--- config.mk ---
export PLATFORM = sky130hd
export DESIGN_NAME = iccr_regs
export DESIGN_NICKNAME = d
export VERILOG_FILES = /design/src/inc/iccr_pkg.sv /design/src/core/iccr_regs.sv
export SDC_FILE = /design/constraint.sdc
export NUM_CORES = 1
export LEC_CHECK = 0
export BUFFER_PORTS_ARGS = -buffer_cell sky130_fd_sc_hd__buf_4
export CAP_MARGIN = 5
export CORE_ASPECT_RATIO = 1.25
export CORE_UTILIZATION = 41
export DETAILED_ROUTE_END_ITERATION = 6
export PLACE_DENSITY = 0.78
export SLEW_MARGIN = 20
export SYNTH_ARGS = -nofsm -noshare
export SYNTH_HDL_FRONTEND = slang
export SYNTH_SLANG_ARGS = --single-unit
--- constraint.sdc ---
create_clock -name REF_CLK -period 1.8 [get_ports REF_CLK]
set_input_delay 0.45 -clock REF_CLK [delete_from_list [all_inputs] [get_ports REF_CLK]]
set_output_delay 0.45 -clock REF_CLK [all_outputs]
set_load 0.01 [all_outputs]
--- src/inc/iccr_pkg.sv ---
package iccr_pkg;
    // register indices in the card-level span
    localparam logic [7:0] IDX_READ_PORT_RELOC = 8'h00;
    localparam logic [7:0] IDX_SERIAL_ID = 8'h01;
    localparam logic [7:0] IDX_CONFIG_CONTROL = 8'h02;
    localparam logic [7:0] IDX_WAKE = 8'h03;
    localparam logic [7:0] IDX_RESOURCE_DATA = 8'h04;
    localparam logic [7:0] IDX_STATUS = 8'h05;
    localparam logic [7:0] IDX_CARD_LEVEL_LAST = 8'h2f;
    // config control bit positions
    localparam int CC_RESET_DEV_BIT = 0;
    localparam int CC_WAIT_KEY_BIT = 1;
    localparam int CC_CLEAR_CSN_BIT = 2;
    localparam int STATUS_READY_BIT = 0;
    // reset values
    localparam logic [7:0] READ_PORT_RESET = 8'h00;
    localparam logic [7:0] CSN_RESET = 8'h00;
    localparam logic [7:0] ZERO_BYTE = 8'h00;
    localparam int NUM_LOGICAL_DEVICES = 2;

    typedef enum logic [3:0] {
        ST_WAIT_KEY = 4'b0001,
        ST_SLEEP = 4'b0010,
        ST_ISOLATION = 4'b0100,
        ST_CONFIG = 4'b1000
    } iccr_state_type;

    typedef struct packed {
        logic wr;
        logic rd;
        logic [7:0] index;
        logic [7:0] data;
    } iccr_access_type;

    typedef struct packed {
        logic reset_devices;
        logic wait_for_key;
        logic clear_csn;
    } iccr_cmd_type;
endpackage

--- src/core/iccr_regs.sv ---
module iccr_regs
    import iccr_pkg::*;
(
    // clock and reset
    input wire logic REF_CLK,
    input wire logic SYS_RST,
    input wire logic CLK_EN,
    // host configuration access
    input wire logic CFG_WR,
    input wire logic CFG_RD,
    input wire logic [7:0] CFG_INDEX,
    input wire logic [7:0] CFG_WDATA,
    output logic [7:0] CFG_RDATA,
    // card side
    input wire logic KEY_MATCHED,
    input wire logic [7:0] CARD_SELECT_NUMBER_IN,
    input wire logic CARD_SELECT_NUMBER_LOAD,
    input wire logic [7:0] RESOURCE_BYTE,
    input wire logic RESOURCE_READY,
    input wire logic [7:0] SERIAL_ID_BYTE,
    output logic [7:0] CARD_SELECT_NUMBER,
    output logic [9:0] READ_PORT_ADDR,
    output logic SERIAL_ID_STEP,
    output logic RESOURCE_ADVANCE,
    output logic RESOURCE_PTR_RESET,
    output logic [NUM_LOGICAL_DEVICES-1:0] DEVICE_RESET,
    output logic [3:0] CARD_STATE
);
    iccr_access_type acc;
    iccr_cmd_type cmd;
    iccr_state_type state_r, state_nxt;
    logic [7:0] read_port_r, read_port_nxt;
    logic [7:0] csn_r, csn_nxt;
    logic [7:0] rdata_nxt;
    logic wr_reloc, wr_ctrl, wr_wake, rd_serial, rd_resource, wake_hit;

    assign acc = '{wr: CFG_WR, rd: CFG_RD, index: CFG_INDEX, data: CFG_WDATA};
    assign wr_reloc = acc.wr && acc.index == IDX_READ_PORT_RELOC;
    assign wr_ctrl = acc.wr && acc.index == IDX_CONFIG_CONTROL;
    assign wr_wake = acc.wr && acc.index == IDX_WAKE;
    // reads only pulse when the card is in the matching state
    assign rd_serial = acc.rd && acc.index == IDX_SERIAL_ID && state_r == ST_ISOLATION;
    assign rd_resource = acc.rd && acc.index == IDX_RESOURCE_DATA && state_r == ST_CONFIG;
    assign wake_hit = wr_wake && acc.data == csn_r;
    // command bits decode as one-shot pulses; nothing is stored
    assign cmd.reset_devices = wr_ctrl && acc.data[CC_RESET_DEV_BIT];
    assign cmd.wait_for_key = wr_ctrl && acc.data[CC_WAIT_KEY_BIT];
    assign cmd.clear_csn = wr_ctrl && acc.data[CC_CLEAR_CSN_BIT];
    // relocation write wins over the reset-devices bit in one write
    assign read_port_nxt = wr_reloc ? acc.data
                         : cmd.reset_devices ? READ_PORT_RESET
                         : read_port_r;

    always_comb begin
        csn_nxt = csn_r;
        if (CARD_SELECT_NUMBER_LOAD) begin
            csn_nxt = CARD_SELECT_NUMBER_IN;
        end
        if (cmd.clear_csn) begin
            csn_nxt = CSN_RESET;
        end
    end

    always_comb begin
        state_nxt = state_r;
        case (state_r)
            ST_WAIT_KEY: begin
                if (KEY_MATCHED) begin
                    state_nxt = ST_SLEEP;
                end
            end
            ST_SLEEP: begin
                if (wake_hit) begin
                    state_nxt = (acc.data == ZERO_BYTE) ? ST_ISOLATION : ST_CONFIG;
                end
            end
            ST_ISOLATION, ST_CONFIG: begin
                if (wr_wake && !wake_hit) begin
                    state_nxt = ST_SLEEP;
                end
            end
            default: state_nxt = ST_WAIT_KEY;
        endcase
        if (cmd.wait_for_key) begin
            state_nxt = ST_WAIT_KEY;
        end
    end

    // read mux: relocation, control and all unlisted indices read zero
    always_comb begin
        rdata_nxt = ZERO_BYTE;
        if (acc.rd) begin
            case (acc.index)
                IDX_SERIAL_ID: rdata_nxt = (state_r == ST_ISOLATION) ? SERIAL_ID_BYTE
                                                                    : ZERO_BYTE;
                IDX_RESOURCE_DATA: rdata_nxt = RESOURCE_BYTE;
                IDX_STATUS: rdata_nxt = {7'h00, RESOURCE_READY};
                default: rdata_nxt = ZERO_BYTE;
            endcase
        end
    end

    // card sequencer state
    always_ff @(posedge REF_CLK) begin
        if (SYS_RST) begin
            state_r <= ST_WAIT_KEY;
        end else if (CLK_EN) begin
            state_r <= state_nxt;
        end
    end

    // card select number survives device reset and key-wait
    always_ff @(posedge REF_CLK) begin
        if (SYS_RST) begin
            csn_r <= CSN_RESET;
        end else if (CLK_EN) begin
            csn_r <= csn_nxt;
        end
    end

    // read port relocation register
    always_ff @(posedge REF_CLK) begin
        if (SYS_RST) begin
            read_port_r <= READ_PORT_RESET;
        end else if (CLK_EN) begin
            read_port_r <= read_port_nxt;
        end
    end

    // registered read data
    always_ff @(posedge REF_CLK) begin
        if (SYS_RST) begin
            CFG_RDATA <= ZERO_BYTE;
        end else if (CLK_EN) begin
            CFG_RDATA <= rdata_nxt;
        end
    end

    // one-cycle strobes toward the identifier and resource logic
    always_ff @(posedge REF_CLK) begin
        if (SYS_RST) begin
            SERIAL_ID_STEP <= 1'b0;
            RESOURCE_ADVANCE <= 1'b0;
            RESOURCE_PTR_RESET <= 1'b0;
        end else if (CLK_EN) begin
            SERIAL_ID_STEP <= rd_serial;
            RESOURCE_ADVANCE <= rd_resource && RESOURCE_READY;
            RESOURCE_PTR_RESET <= wake_hit;
        end
    end

    // one reset strobe per logical device
    for (genvar d = 0; d < NUM_LOGICAL_DEVICES; d++) begin : g_dev
        always_ff @(posedge REF_CLK) begin
            if (SYS_RST) begin
                DEVICE_RESET[d] <= 1'b0;
            end else if (CLK_EN) begin
                DEVICE_RESET[d] <= cmd.reset_devices;
            end
        end
    end

    assign CARD_SELECT_NUMBER = csn_r;
    assign READ_PORT_ADDR = {read_port_r, 2'b11};
    assign CARD_STATE = state_r;
endmodule

==> results.yml <==
placement:
  port-buffer-count: 80
  pre_cts_ws_ns: -0.174
  gp_congestion: 0.788
  half_perimeter_wire_length_after_placement_um: 3690
sta:
  endpoints_failing_setup: 0
  finalHoldViolCount: 0
  timing.max_slew.rel_slack: 0.557
  fmax_mhz: 594
  timing.final.crit_period_ns: 1.68
  share_of_the_clock_period_used_by_the_worst_path: 0.935
  fin_hold_ws_ns: 0.413
  tightestPinTransition_ns: 0.662
  fin_setup_tns_ns: 0
  maxSlewViolCount: 0
  grt_setup_unrepaired: "false"
  finClkSkew_ns: 0.00344
  timing.final.ws_setup_ns: 0.117
logic_synthesis:
  netlist.area_leader.share: 0.371
  synthesis.yosys.warnings: 0
  yosys_register_bits: 32
  syn_area_um2: 1730
  seq_total_area_yosys: 0.371
  netlist_top_cells_area: "sky130_fd_sc_hd__dfxtp_1 37%, sky130_fd_sc_hd__nor2_1 7.6%, sky130_fd_sc_hd__a22oi_1 7.4%"
  postSynthCellCount: 212
  synth_cell_type_count: 40
  syn_avg_cell_area_um2: 8.15
  largest_area_contributor_in_the_synthesized_netlist: "sky130_fd_sc_hd__dfxtp_1"
clocking:
  cts_repair_resize_count: 0
  cts_inserted_buffers: 5
  max-clock-path-buffers: 2
  holdBufCountCts: 0
  clock_latency_ns: 0.29
  cts_post_setup_buffers_inserted: 0
  cts.sinks: 32
  tritoncts: "yes"
  cts.clk_slew.worst_paths_ns: 0.06
  clockRootBuffer: "sky130_fd_sc_hd__clkbuf_8"
  cts_htree_levels: 2
power_and_ir_drop:
  power.density_cell_area_nw_per_um2: 644
  vdd_ir_drop_max_v: 0.000527
  p_leak_uw: 0.00115
global_route:
  via_count_of_the_first_global_routing_pass: 1802
  grt_start_max_net_pins: 34
  global_route_usage_sum: 0.231
  global_route.overflow_total: 0
  initial_antenna_violation_count: 0
  grt_first_pass_wirelength_um: 7780
drt:
  remaining_drc_errors: 0
  route.vias.total: 1863
  drt-wirelength-per-cell_um: 12.9
  avgViaCountPerCell: 5.15
  postRouteWirelength_um: 4670
  first_iter_violations: 62
  antenna_left: 0
  drt_pass1_iterations: 4
final_layout:
  layout_common_cells: "99 x sky130_fd_sc_hd__buf_4, 35 x sky130_fd_sc_hd__nor2_1, 32 x sky130_fd_sc_hd__dfxtp_1"
  multi_input_area_um2: 955
  layout_cell_share_with_drive_strength_beyond_1: 0.366
  layout.cells.most_common: "sky130_fd_sc_hd__buf_4"
  utilization: 0.632
  antenna_cells_inserted: 0
  filler_cell_count: 364
  sequential_cell_area_um2: 641
  layout_area_growth_over_synthesis_pct: 48.7
  finalNetCount: 353
floorplan:
  die-area_um2: 4480
  fp.coreArea_um2: 4070
  initial_core_util: 0.425
  fp.dieH_um: 74.6
  rows: 26
  die_x_um: 60.1
  top_level_ports: 83
worst_setup_path:
  cp_max_stage_cell: "sky130_fd_sc_hd__nor4_4"
  setup.worst_path.start_class: "primary input"
  setup.worst_path.class: "in2reg"
  crit_path_end_kind: "flip-flop"
  cp.required_ns: 2.01
  signal_arrival_time_at_the_worst_endpoint_ns: 1.89
  slowest_delay_ns: 0.34
  worstPathCellList: "buf_4 -> nor4_4 -> and4b_1 -> o311ai_4 -> o31ai_4 -> mux2i_1"
  critical_path_peak_fanout: 5
flow_run:
  drv_cap: 0
status:
  run_status: "completed"
worst_hold_path:
  hold_path_class: "in2reg"
kinds of logic after synthesis:
| kind of cell | after synthesis | share of synthesized area |
|---|---|---|
| buffers and inverters | 32 | 0.0789 |
| XOR/XNOR | 11 | 0.0558 |
| AO/OA/AOI/OAI | 51 | 0.226 |
| multiplexers | 4 | 0.0239 |
| other | 1 | 0.00217 |
| flip-flops | 32 | 0.371 |
| AND/OR/NAND/NOR | 81 | 0.243 |
stage by stage:
| stage | power [uW] | cell area [um^2] | instances |
|---|---|---|---|
| final | 1650 | 2570 | 362 |
| after detailed placement | 1100 | 2480 | 354 |
| after global placement | 1100 | 2480 | 354 |
| after global routing | 1740 | 2570 | 362 |
| after floorplan | 944 | 1730 | 213 |
| after CTS | 1670 | 2570 | 362 |
layer usage:
layer	GRT usage	wire, um	vias to the layer above
met5	0	0	-
met4	0.0879	71	0
met3	0.0591	263	7
met2	0.404	2490	53
met1	0.266	1850	873
li1	-	-	930
worst max-delay path: cells and delay by family:
kind | cells | cell delay (ns)
multiplexers | 1 | 0.24
buffers and inverters | 1 | 0.12
AO/OA/AOI/OAI | 2 | 0.43
AND/OR/NAND/NOR | 2 | 0.66
cell type report:
cell class | count | area share
tap | 56 | 0.0273
multi-input combinational | 149 | 0.372
clock inverter | 2 | 0.00390
sequential | 32 | 0.249
inverter | 18 | 0.0263
clock buffer | 6 | 0.0321
timing repair buffer | 99 | 0.289
flip-flops by register name, summed over array words and instances, names as in the netlist:
| register | flops |
|---|---|
| CARD_SELECT_NUMBER | 8 |
| CFG_RDATA | 8 |
| read_port_r | 8 |
| CARD_STATE | 4 |
| DEVICE_RESET | 1 |
| RESOURCE_ADVANCE | 1 |
| RESOURCE_PTR_RESET | 1 |
| SERIAL_ID_STEP | 1 |
path summary, 6_finish.rpt:
check	from	endpoint	slack, ns	depth (start not counted)
max	CFG_INDEX[3]	CARD_STATE[2]	0.12	6
min	CARD_SELECT_NUMBER_IN[7]	CARD_SELECT_NUMBER[7]	0.41	3
max reg2reg	CARD_SELECT_NUMBER[1]	CARD_STATE[2]	0.15	5
min reg2reg	SERIAL_ID_STEP	SERIAL_ID_STEP	0.46	2
Yosys cell counts:
master,instances
sky130_fd_sc_hd__xor2_1,2
sky130_fd_sc_hd__xnor2_1,9
sky130_fd_sc_hd__buf_2,3
sky130_fd_sc_hd__o2bb2ai_1,1
sky130_fd_sc_hd__and4_1,1
sky130_fd_sc_hd__nand2_1,6
sky130_fd_sc_hd__nor2_1,35
sky130_fd_sc_hd__and3b_1,1
sky130_fd_sc_hd__buf_4,3
sky130_fd_sc_hd__nor2b_1,8
sky130_fd_sc_hd__dfxtp_1,32
sky130_fd_sc_hd__o31ai_4,1
sky130_fd_sc_hd__o311ai_4,1
sky130_fd_sc_hd__nor4_1,2
sky130_fd_sc_hd__nor3b_1,1
sky130_fd_sc_hd__mux2_2,1
sky130_fd_sc_hd__nand3b_1,2
sky130_fd_sc_hd__a41o_1,2
sky130_fd_sc_hd__and2_1,1
sky130_fd_sc_hd__o21ba_2,1
sky130_fd_sc_hd__buf_1,1
sky130_fd_sc_hd__nor4_4,1
sky130_fd_sc_hd__nand4_1,6
sky130_fd_sc_hd__nand2b_1,5
sky130_fd_sc_hd__nor3_1,4
sky130_fd_sc_hd__mux2i_1,3
sky130_fd_sc_hd__clkbuf_1,6
sky130_fd_sc_hd__o2111ai_1,1
sky130_fd_sc_hd__and4b_1,1
sky130_fd_sc_hd__o211ai_1,2
sky130_fd_sc_hd__o21ai_0,4
sky130_fd_sc_hd__o32ai_1,7
sky130_fd_sc_hd__a31oi_1,1
sky130_fd_sc_hd__nand3_1,6
sky130_fd_sc_hd__clkbuf_2,1
sky130_fd_sc_hd__a21oi_1,13
sky130_fd_sc_hd__a22oi_1,17
sky130_fd_sc_hd__or3_1,1
sky130_fd_sc_hd__conb_1,1
sky130_fd_sc_hd__inv_1,18
where the power goes:
group	total [uW]	switching (uW)	leakage, uW	internal [uW]
logic	322	145	0.000842	177
registers	765	37.7	0.000259	727
clock network	568	263	0.0000510	305
total	1650	447	0.00115	1210
No activity file was read; power rests on OpenSTA's default activity.
